## src/logic/sar_ctrl_pkg.sv

```systemverilog
// constants and types for the converter control and result readout
// Function
// - a conversion begins only from the convert-start input
// - conversion starts when acquisition is done, power-down is low and convert-start falls, or stays low in impulse mode
// - a running conversion is never restarted or aborted
// - chip-select and read-strobe never gate or trigger a conversion
// - at the end of approximation form the code and drop busy
// - impulse mode restarts itself while convert-start stays low
// - self-restart exists only in impulse mode
// - impulse mode powers down after each conversion, interface stays live
// - coding select applies only in the 16- and 8-bit parallel modes
// - outputs float unless chip-select and read-strobe are both low
// - serial mode leaves the parallel data pins undriven; no serial port is built
// - parallel bus widths of 18, 16 or 8 bits by mode inputs
// - result readable after conversion or during the next one
// - reference buffer on when its power-down input is low
package sar_ctrl_pkg;
  localparam int RES_BITS = 18;
  localparam int CLK_HZ = 50_000_000;
  // minimum acquisition time in ns, and its count rounded up
  localparam int ACQ_NS = 400;
  localparam int ACQ_CYC = (ACQ_NS * (CLK_HZ / 1_000_000) + 999) / 1000;
  // one cycle per bit decision plus one to form the code
  localparam int CONV_CYC = RES_BITS + 1;
  localparam logic [1:0] MODE_P18 = 2'h0;
  localparam logic [1:0] MODE_P16 = 2'h1;
  localparam logic [1:0] MODE_P8 = 2'h2;
  localparam logic [1:0] MODE_SER = 2'h3;
  localparam logic [1:0] SPEED_WARP = 2'h0;
  localparam logic [1:0] SPEED_NORMAL = 2'h1;
  localparam logic [1:0] SPEED_IMPULSE = 2'h2;
  localparam logic [RES_BITS-1:0] SIGN_FLIP = 18'h20000;
  typedef enum logic [1:0] {ST_ACQ, ST_CONV, ST_DONE} conv_state_t;
endpackage

```

## src/logic/sar_ctrl_if.sv

```systemverilog
// bundle between the conversion sequencer and the readout port
interface sar_ctrl_if;
  logic result_load;
  logic [sar_ctrl_pkg::RES_BITS-1:0] result_code;
  logic converting;
  modport seq (output result_load, output result_code, output converting);
  modport rd (input result_load, input result_code, input converting);
endinterface

```

## src/logic/sar_readout.sv

```systemverilog
// parallel result readout with coding and bus width selection
module sar_readout (
  // clock and reset
  input wire logic clk_sys,
  input wire logic rst_n,
  // from sequencer
  sar_ctrl_if.rd link,
  // host pins, already synchronised
  input wire logic cs_n_s,
  input wire logic rd_n_s,
  input wire logic byte_swap_s,
  input wire logic coding_select_s,
  input wire logic [1:0] interface_sel_s,
  // data pins
  output logic [17:0] data_o,
  output logic [17:0] data_oe
);
  logic [17:0] held_r;
  logic [17:0] coded;
  logic [17:0] shaped;
  logic drive;

  // result register keeps the last code into the next conversion
  always_ff @(posedge clk_sys) begin
    if (!rst_n) held_r <= 18'h00000;
    else if (link.result_load) held_r <= link.result_code;
  end

  // coding high means straight binary; low flips the sign bit except in 18-bit mode
  assign coded = (interface_sel_s == sar_ctrl_pkg::MODE_P18 || coding_select_s)
      ? held_r : held_r ^ sar_ctrl_pkg::SIGN_FLIP;
  // width selection; 16 bits give the top word, 8 bits a byte by byte_swap
  assign shaped = (interface_sel_s == sar_ctrl_pkg::MODE_P18) ? coded :
      (interface_sel_s == sar_ctrl_pkg::MODE_P16) ? {2'h0, coded[17:2]} :
      (interface_sel_s == sar_ctrl_pkg::MODE_P8) ?
        (byte_swap_s ? {10'h000, coded[9:2]} : {10'h000, coded[17:10]}) :
      18'h00000;
  // serial mode leaves the pins to the serial port, which is not built here
  assign drive = !cs_n_s && !rd_n_s
      && interface_sel_s != sar_ctrl_pkg::MODE_SER;

  always_ff @(posedge clk_sys) begin
    if (!rst_n) begin
      data_o <= 18'h00000;
      data_oe <= 18'h00000;
    end else begin
      data_o <= shaped;
      data_oe <= drive ? 18'h3FFFF : 18'h00000;
    end
  end
endmodule

```

## src/logic/sar_conv_ctrl.sv

```systemverilog
// top: conversion sequencing, busy, impulse self-restart and readout
module sar_conv_ctrl #(
  parameter int ACQ_CYCLES = sar_ctrl_pkg::ACQ_CYC,
  parameter int CONV_CYCLES = sar_ctrl_pkg::CONV_CYC
) (
  // clock and reset
  input wire logic clk_sys,
  input wire logic rst_n,
  // conversion control pins
  input wire logic convert_start_n,
  input wire logic power_down_input,
  input wire logic [1:0] speed_mode,
  input wire logic ref_buffer_power_down,
  // interface configuration pins
  input wire logic coding_select,
  input wire logic interface_sel_0,
  input wire logic interface_sel_1,
  input wire logic byte_swap,
  // host read strobes
  input wire logic cs_n,
  input wire logic rd_n,
  // comparator decision from the analog core
  input wire logic cmp_in,
  // status and analog controls
  output logic busy,
  output logic core_low_power,
  output logic ref_buf_enable,
  output logic sample_switch_closed,
  // data pins
  output logic [17:0] data_o,
  output logic [17:0] data_oe
);
  localparam int NSYNC = 10;
  // idle pin levels; power-down reads low so reset leaves no low-power blip
  localparam logic [NSYNC-1:0] SYNC_IDLE = 10'h2EB;
  // last cycle at which busy must still be high after it rises
  localparam int BUSY_LAST = CONV_CYCLES - 1;
  logic [NSYNC-1:0] meta_r;
  logic [NSYNC-1:0] sync_r;
  logic [1:0] speed_meta_r;
  logic [1:0] speed_sync_r;
  logic cnv_n_s, cnv_n_prev_r, pd_s, cs_s, rd_s, cod_s, bsw_s, rbuf_s;
  logic [1:0] isel_s;
  sar_ctrl_pkg::conv_state_t state_r, state_nxt;
  logic [7:0] cnt_r;
  logic [17:0] sar_r;
  logic [4:0] bit_r;
  logic acq_done, start_edge, start_auto, start_go, impulse;
  sar_ctrl_if link();

  // every pin passes two flops before logic looks at it
  always_ff @(posedge clk_sys) begin
    if (!rst_n) begin
      meta_r <= SYNC_IDLE;
      sync_r <= SYNC_IDLE;
    end else begin
      meta_r <= {convert_start_n, power_down_input, cs_n, rd_n,
                 coding_select, byte_swap, ref_buffer_power_down,
                 interface_sel_1, interface_sel_0, cmp_in};
      sync_r <= meta_r;
    end
  end
  assign {cnv_n_s, pd_s, cs_s, rd_s, cod_s, bsw_s, rbuf_s} = sync_r[9:3];
  assign isel_s = sync_r[2:1];

  // the speed strap is a pin as well; reset assumes normal speed
  always_ff @(posedge clk_sys) begin
    if (!rst_n) begin
      speed_meta_r <= sar_ctrl_pkg::SPEED_NORMAL;
      speed_sync_r <= sar_ctrl_pkg::SPEED_NORMAL;
    end else begin
      speed_meta_r <= speed_mode;
      speed_sync_r <= speed_meta_r;
    end
  end

  // only the convert-start pin launches; strobes play no part
  // a start seen too early is dropped silently rather than queued
  assign impulse = speed_sync_r == sar_ctrl_pkg::SPEED_IMPULSE;
  assign acq_done = cnt_r >= 8'(ACQ_CYCLES);
  assign start_edge = cnv_n_prev_r && !cnv_n_s;
  assign start_auto = impulse && !cnv_n_s;
  assign start_go = acq_done && !pd_s && (start_edge || start_auto);

  // sequencer next state; conversion ignores convert-start and power-down
  always_comb begin
    state_nxt = state_r;
    case (state_r)
      sar_ctrl_pkg::ST_ACQ: begin
        if (start_go) state_nxt = sar_ctrl_pkg::ST_CONV;
      end
      sar_ctrl_pkg::ST_CONV: begin
        if (bit_r == 5'h00) state_nxt = sar_ctrl_pkg::ST_DONE;
      end
      sar_ctrl_pkg::ST_DONE: begin
        state_nxt = sar_ctrl_pkg::ST_ACQ;
      end
      default: state_nxt = sar_ctrl_pkg::ST_ACQ;
    endcase
  end

  always_ff @(posedge clk_sys) begin
    if (!rst_n) begin
      state_r <= sar_ctrl_pkg::ST_ACQ;
      cnv_n_prev_r <= 1'b1;
    end else begin
      state_r <= state_nxt;
      cnv_n_prev_r <= cnv_n_s;
    end
  end

  // acquisition timer restarts when a conversion finishes
  // it saturates, so a long idle spell leaves the next start free
  always_ff @(posedge clk_sys) begin
    if (!rst_n) cnt_r <= 8'(ACQ_CYCLES);
    else if (state_r != sar_ctrl_pkg::ST_ACQ) cnt_r <= 8'h00;
    else if (!acq_done) cnt_r <= cnt_r + 8'h01;
  end

  // msb-first trial bits; a set bit is kept when the comparator agrees
  // the comparator is resynchronised like a pin, so the analog core
  // must hold each answer for two cycles before it is taken
  always_ff @(posedge clk_sys) begin
    if (!rst_n) begin
      sar_r <= 18'h00000;
      bit_r <= 5'h00;
    end else if (state_r == sar_ctrl_pkg::ST_ACQ && start_go) begin
      sar_r <= 18'h20000;
      bit_r <= 5'(sar_ctrl_pkg::RES_BITS - 1);
    end else if (state_r == sar_ctrl_pkg::ST_CONV) begin
      sar_r[bit_r] <= sync_r[0];
      if (bit_r != 5'h00) begin
        sar_r[bit_r - 5'h01] <= 1'b1;
        bit_r <= bit_r - 5'h01;
      end
    end
  end

  // result handed to readout as busy falls
  assign link.result_load = state_r == sar_ctrl_pkg::ST_DONE;
  assign link.result_code = sar_r;
  assign link.converting = state_r != sar_ctrl_pkg::ST_ACQ;

  // busy covers the conversion up to the cycle the result is loaded
  // impulse mode parks the core in low power whenever it acquires
  always_ff @(posedge clk_sys) begin
    if (!rst_n) begin
      busy <= 1'b0;
      core_low_power <= 1'b0;
      ref_buf_enable <= 1'b0;
      sample_switch_closed <= 1'b1;
    end else begin
      busy <= state_nxt != sar_ctrl_pkg::ST_ACQ;
      core_low_power <= pd_s ||
          (impulse && state_nxt == sar_ctrl_pkg::ST_ACQ);
      ref_buf_enable <= !rbuf_s;
      sample_switch_closed <= state_nxt == sar_ctrl_pkg::ST_ACQ;
    end
  end

  // readout stays live in low power since it never looks at it
  sar_readout u_readout (
    .clk_sys(clk_sys),
    .rst_n(rst_n),
    .link(link),
    .cs_n_s(cs_s),
    .rd_n_s(rd_s),
    .byte_swap_s(bsw_s),
    .coding_select_s(cod_s),
    .interface_sel_s(isel_s),
    .data_o(data_o),
    .data_oe(data_oe)
  );
endmodule

```

## config.mk

```make
export PLATFORM = sky130hd
export DESIGN_NAME = sar_conv_ctrl
export DESIGN_NICKNAME = d
export VERILOG_FILES = /design/src/logic/sar_ctrl_pkg.sv /design/src/logic/sar_ctrl_if.sv /design/src/logic/sar_readout.sv /design/src/logic/sar_conv_ctrl.sv
export SDC_FILE = /design/constraint.sdc
export NUM_CORES = 1
export LEC_CHECK = 0
export ABC_AREA = 1
export ABC_CLOCK_PERIOD_IN_PS = 1800
export BUFFER_PORTS_ARGS = -buffer_cell sky130_fd_sc_hd__buf_4
export CORE_MARGIN = 4
export CORE_UTILIZATION = 60
export CTS_BUF_LIST = sky130_fd_sc_hd__clkbuf_4 sky130_fd_sc_hd__clkbuf_8
export CTS_CLUSTER_SIZE = 14
export DETAILED_ROUTE_END_ITERATION = 12
export PLACE_DENSITY_LB_ADDON = 0.12
export SLEW_MARGIN = 5
export SYNTH_ARGS = -nofsm -noshare
export SYNTH_HDL_FRONTEND = slang
export SYNTH_HIERARCHICAL = 1
export SYNTH_SLANG_ARGS = --single-unit
```

## constraint.sdc

```tcl
create_clock -name clk_sys -period 1.8 [get_ports clk_sys]
set_input_delay 0.09 -clock clk_sys [delete_from_list [all_inputs] [get_ports clk_sys]]
set_output_delay 0.09 -clock clk_sys [all_outputs]
set_load 0.005 [all_outputs]
```

==> results.cfg, run 1 <==
[floorplanning]
dieArea_mm2 = 0.00862
core_mm2 = 0.00691
die_x_um = 92.9
ios = 54
core.rowCount = 30
die_height_um = 92.9
initial_core_util_pct = 62.6

[yosys]
syn-cell-area_mm2 = 0.00432
synth_cell_types = 37
synth_top_area_share_pct = 45.9
yosys.area.top_type = dfxtp_1
avgSynthCellArea_um2 = 8.02
ys.warnings.count = 6
synthCells = 539
synth.area.top_cells = dfxtp_1, nand2_1, a21oi_1
async_flop_share_pct = 0
synthesis.nets = 561
synth-seq-cells = 99
synthFlopType = dfxtp_1
synth-edff-count = 0
ys_seq_area_share_pct = 45.9

[pwr]
p_switching_mw = 1.02
power_leakage_nw = 2.22
cellPowerDensity_mw_per_mm2 = 803
combPwrFrac_pct = 8.8
peakVddDrop_uv = 568
power_mw = 3.99
p_clk_share_pct = 33.9
internal_power_mw = 2.97
switching_share_pct = 25.6
seqPwrFrac_pct = 57.3

[clock_tree]
clk_pin_slew_ns = 0.10
cts-root-buf = clkbuf_8
htreeDepth = 3
cts_max_path_buffers = 2
cts_buffers = 9
cts_setup_buffers = 0
cts.sinks = 99
clk_latency_ns = 0.36
cts_tree = yes

[setup_path]
startpoint_type = flop
crit_type = flop to flop
slowest_stage = dfxtp_2
path_delay_family = simple AND/OR/NAND/NOR gates
crit_buf_inv = 3
cp_common_cell = inv_2
crit_path_end_kind = flop
cp.arrival_ns = 1.93
worstPathRequired_ns = 2.08
crit_path_max_fanout = 6
r2r_setup_slack_ns = 0.15
slowest_delay_ns = 0.39
worstPathCellList = inv_2 > ha_1 > inv_2 > nor2_4 > nand3_2 > nand2_2 > inv_2 > nand2_4 > nor2_4 > nand3_1 > a21oi_1

[sta]
setup_viol = 0
fin_crit_ns = 1.65
period_share_pct = 91.6
clock.fmax_ghz = 0.606
rsz0062_at_grt = false
worst_pin_slew_ns = 0.577
finalHoldViolCount = 0
setup_tns_ns = 0
slew_headroom_pct = 61.5
fin_skew_ns = 0.0130
final_max_slew_viol_count = 0

[global_route]
overflow = 0
antenna_found_initial = 0
grt_pass1_wl_um = 15300
track_usage_pct = 22.1
grt_pass1_vias = 3319
grt_max_degree = 31

[detailed_routing]
drc = 0
wl_um = 9150
viasPerCell = 5.18
vias = 3565
dr.pass1.iters = 4
drt_iter0_drc = 199
ant_nets = 0
post_drt_wl_per_cell_um = 13.3

[placed_design]
dp_hpwl_um = 6660
port_buffers = 53
place.gp.congestion = 1.01

[finish]
num_antenna_cells = 0
area_delta_synth_final_pct = 14.9
finish.net_count = 609
drive_gt1_share_pct = 24.2

[run]
cap_violations = 0

[status]
status = completed

[worst_hold_path]
hold_path_class = input port to flop
-- flip-flops by register name, indices dropped and copies added, names as in the netlist --
register / flops
u_readout/held_r: 18
cnv_n_prev_r: 1
busy: 1
u_readout/data_oe: 1
state_r: 2
bit_r: 5
sample_switch_closed: 1
ref_buf_enable: 1
core_low_power: 1
u_readout/data_o: 18
speed_meta_r: 2
meta_r: 10
speed_sync_r: 2
cnt_r: 8
sync_r: 10
link.result_code: 18
-- power by group through the flow --
| stage | Combinational [mW] | Sequential (mW) | Clock, mW |
|---|---|---|---|
| after floorplan | 0.240 | 2.33 | 0 |
| after global placement | 0.313 | 2.33 | 0 |
| after detailed placement | 0.326 | 2.34 | 0 |
| after CTS | 0.348 | 2.29 | 1.37 |
| after global routing | 0.390 | 2.30 | 1.49 |
| final | 0.349 | 2.29 | 1.35 |
-- per-layer routing --
metal / routed length [µm] / global-route usage [%] / up-vias
met5: 0 / 0 / -
met4: 202 / 10.0 / 0
met3: 525 / 4.87 / 19
met2: 4410 / 35.6 / 125
met1: 4000 / 28.4 / 1607
li1: - / - / 1814
-- path summary, 6_finish.rpt --
check | start | end | depth (start not counted)
min | rst_n | sync_r[4] | 3
max | bit_r[0] | link.result_code[14] | 11
max reg2reg | bit_r[0] | link.result_code[14] | 11
min reg2reg | sync_r[3] | ref_buf_enable | 1
-- worst min-delay path, delay by kind of cell --
kind / cells / cell delay (ns)
and+or+nand+nor: 1 / 0.08
buffers and inverters: 2 / 0.22
-- cells in the mapped netlist (4+ instances only) --
cell type / number
inv_2: 11
or2_2: 16
buf_6: 4
nor2_4: 8
o21ai_0: 33
nor2_2: 4
a31oi_1: 5
a211oi_1: 4
buf_2: 6
o21ai_1: 6
o22ai_1: 8
o211ai_1: 16
nand3_1: 17
dfxtp_1: 99
nor2_1: 49
inv_1: 58
a21oi_1: 49
buf_4: 19
nand2_4: 9
clkbuf_1: 6
ha_1: 8
nand2_2: 5
nand2_1: 80
-- cells by family (layout without fill, tap and decap cells) --
group | Yosys count | after routing | synth area share, %
adder cells (fa/ha/maj) | 8 | 8 | 2.32
buffers and inverters | 108 | 161 | 12.1
AND/OR/NAND/NOR | 198 | 198 | 23.1
AO/OA/AOI/OAI | 125 | 125 | 16.4
flip-flops | 99 | 99 | 45.9
XOR/XNOR | 1 | 1 | 0.203
-- cells in the final DEF, fill, tap and decap left out, drive strengths merged --
cell,n
and2,1
dfxtp,99
a211oi,4
inv,74
a21oi,50
clkbuf,11
nand4,2
nand3,19
xor2,1
clkinvlp,2
buf,59
o21ai,40
nand2,94
o31ai,1
nor2,62
o211ai,16
nor3,2
o22ai,9
ha,8
a31oi,5
dlygate4sd3,12
or2,17
clkinv,3
nor2b,1
-- layout make-up --
type | instances | area [µm²]
sequential | 99 | 1980
fill | 553 | 1940
multi-input combinational | 332 | 1820
timing repair buffer | 71 | 563
inverter | 73 | 285
clock buffer | 11 | 145
tap | 96 | 120
clock inverter | 5 | 42.5
timing repair inverter | 1 | 7.51
-- metrics by stage --
step	hold slack (ns)	utilization, %	instance area, µm²	std cells	setup WS [ns]
after global placement	0.270	67.2	4640	659	0.161
final	0.0674	71.9	4970	688	0.151
after floorplan	0.188	-	4320	539	0.309
after global routing	0.0555	71.9	4970	688	0.0247
after CTS	0.0496	71.7	4950	687	0.0322
after detailed placement	0.276	67.2	4640	659	0.0579
-- repair_timing --
item / 4_1_cts / 5_1_grt
gates resized for setup: 0 / 5
hold buffers: 12 / 0
setup endpoints to repair: 0 / 28
hold endpoints to repair: 12 / 0
(Power assumes the default switching activity.)
==> run 2, diff against run 1 <==
MAX_ROUTING_LAYER = met4   (was unset)
==> run 2 against run 1 <==
Setup slack worse by 0.0085 ns. Via count decreased by 0.39%. Routed wire length shrank 0.49%. Global-route usage increased by 0.47 points. Hold slack improved by 0.0076 ns. Critical path type unchanged.
==> results.cfg, run 2 (synthesized netlist as in run 1, its figures left out) <==
[status]
status = completed

[detailed_routing]
wl_um = 9100
vias = 3551
ant_nets = 0
drt_iter0_drc = 149
post_drt_wl_per_cell_um = 13.2
viasPerCell = 5.16
dr.pass1.iters = 5
drc = 0

[setup_path]
crit_path_end_kind = flop
r2r_setup_slack_ns = 0.14
timing.rr.end = link.result_code[11]
crit_path_max_fanout = 6
crit_type = flop to flop
startpoint_type = flop
worstPathCellList = inv_1 > ha_1 > inv_2 > nor2_4 > nand3_2 > nand2_2 > inv_2 > nand2_4 > nor2_4 > nand3_1 > a21oi_1
crit_start = bit_r[0]
slowest_delay_ns = 0.38
cp.arrival_ns = 1.94
worstPathRequired_ns = 2.08
r2r_cells = 11
slowest_stage = dfxtp_2
r2r_start = bit_r[0]
endpoint = link.result_code[11]

[pwr]
cellPowerDensity_mw_per_mm2 = 821
peakVddDrop_uv = 536
power_mw = 4.09
power_leakage_nw = 2.23

[floorplanning]
ios = 54
die_height_um = 92.9
dieArea_mm2 = 0.00862
core_mm2 = 0.00691
core.rowCount = 30
initial_core_util_pct = 62.6
die_x_um = 92.9

[finish]
fin_area_mm2 = 0.00498
drive_gt1_share_pct = 24.0
num_antenna_cells = 0
final_cell_mix = dfxtp_1, nand2_1, buf_4
area_delta_synth_final_pct = 15.3
post-route-util_pct = 72.1
final_common_cell = dfxtp_1
finish.net_count = 609

[global_route]
antenna_found_initial = 0
track_usage_pct = 22.6
grt_max_degree = 31
overflow = 0
grt_pass1_wl_um = 15300
grt_pass1_vias = 3412

[sta]
slew_headroom_pct = 60.2
rsz0062_at_grt = false
finalHoldViolCount = 0
clock.fmax_ghz = 0.603
final_max_slew_viol_count = 0
fin_skew_ns = 0.00959
hold-worst-slack_ns = 0.0750
setup_tns_ns = 0
setup_viol = 0
worst_pin_slew_ns = 0.597
fin_crit_ns = 1.66
period_share_pct = 92.1

[clock_tree]
htreeDepth = 3
cts_max_path_buffers = 2
cts_tree = yes
cts_setup_buffers = 0
clk_pin_slew_ns = 0.10
cts_buffers = 9
cts-root-buf = clkbuf_8
cts.sinks = 99
clk_latency_ns = 0.36

[placed_design]
place_area_mm2 = 0.00464
dp_hpwl_um = 6520
place.gp.congestion = 1.03
port_buffers = 53

[worst_hold_path]
hold_path_class = input port to flop

[run]
cap_violations = 0
## run 2: cell types whose count changed in the layout (fill, tap and decap cells not counted)
cell        before  now
clkbuf_4         1    0
inv_2           12   11
inv_1           56   57
clkbuf_8        10    9
clkinvlp_4       2    3
bufinv_16        0    1
## run 2: per-stage QoR
step | instances | setup WS, ns
6_report | 688 | 0.143
4_1_cts | 687 | 0.0583
2_1_floorplan | 539 | 0.309
3_3_place_gp | 659 | 0.166
3_5_place_dp | 659 | 0.0951
5_1_grt | 688 | 0.00394
## run 2: worst min path at each step
stage / to / slack [ns] / start / cells after the start
after floorplan: meta_r[2] / 0.19 / interface_sel_1 / 2
after global placement: speed_meta_r[1] / 0.27 / speed_mode[1] / 3
after detailed placement: meta_r[4] / 0.28 / byte_swap / 3
after CTS: sync_r[4] / 0.06 / rst_n / 3
after global routing: meta_r[4] / 0.07 / rst_n / 3
final: sync_r[4] / 0.07 / rst_n / 3
## run 2: worst max-delay path: cells and delay by family (launching register included)
kind	cells	cell delay, ns
AO/OA/AOI/OAI	1	0.14
adder cells (fa/ha/maj)	1	0.25
flip-flops	1	0.38
buffers and inverters	3	0.30
AND/OR/NAND/NOR	6	0.51
## run 2: area by class of cell
class                           instances  area [µm²]
Clock buffer                            9         124
Fill cell                             562        1920
Sequential cell                        99        1980
Inverter                               73         285
Multi-Input combinational cell        332        1820
Timing Repair inverter                  1        7.51
Clock inverter                          7        80.1
Timing Repair Buffer                   71         563
Tap cell                               96         120
## run 2: metal layers
layer	GRT usage (%)	up-vias	part of all wire, %
met5	-	-	0
met3	5.44	15	6.5
met2	37.0	124	48
li1	-	1816	-
met4	9.40	0	1.5
met1	26.7	1596	44
## run 2: repair_timing
action	4_1_cts	5_1_grt
hold buffers	12	0
resized for setup	0	4
endpoints found under the hold margin	12	0
endpoints found under the setup margin	0	26
## run 2: where the power goes
part	total (mW)	leakage, nW	internal, mW	switching, mW
Combinational	0.349	1.32	0.137	0.212
Sequential	2.29	0.806	2.25	0.0372
Clock	1.45	0.103	0.665	0.789
Total	4.09	2.23	3.05	1.04
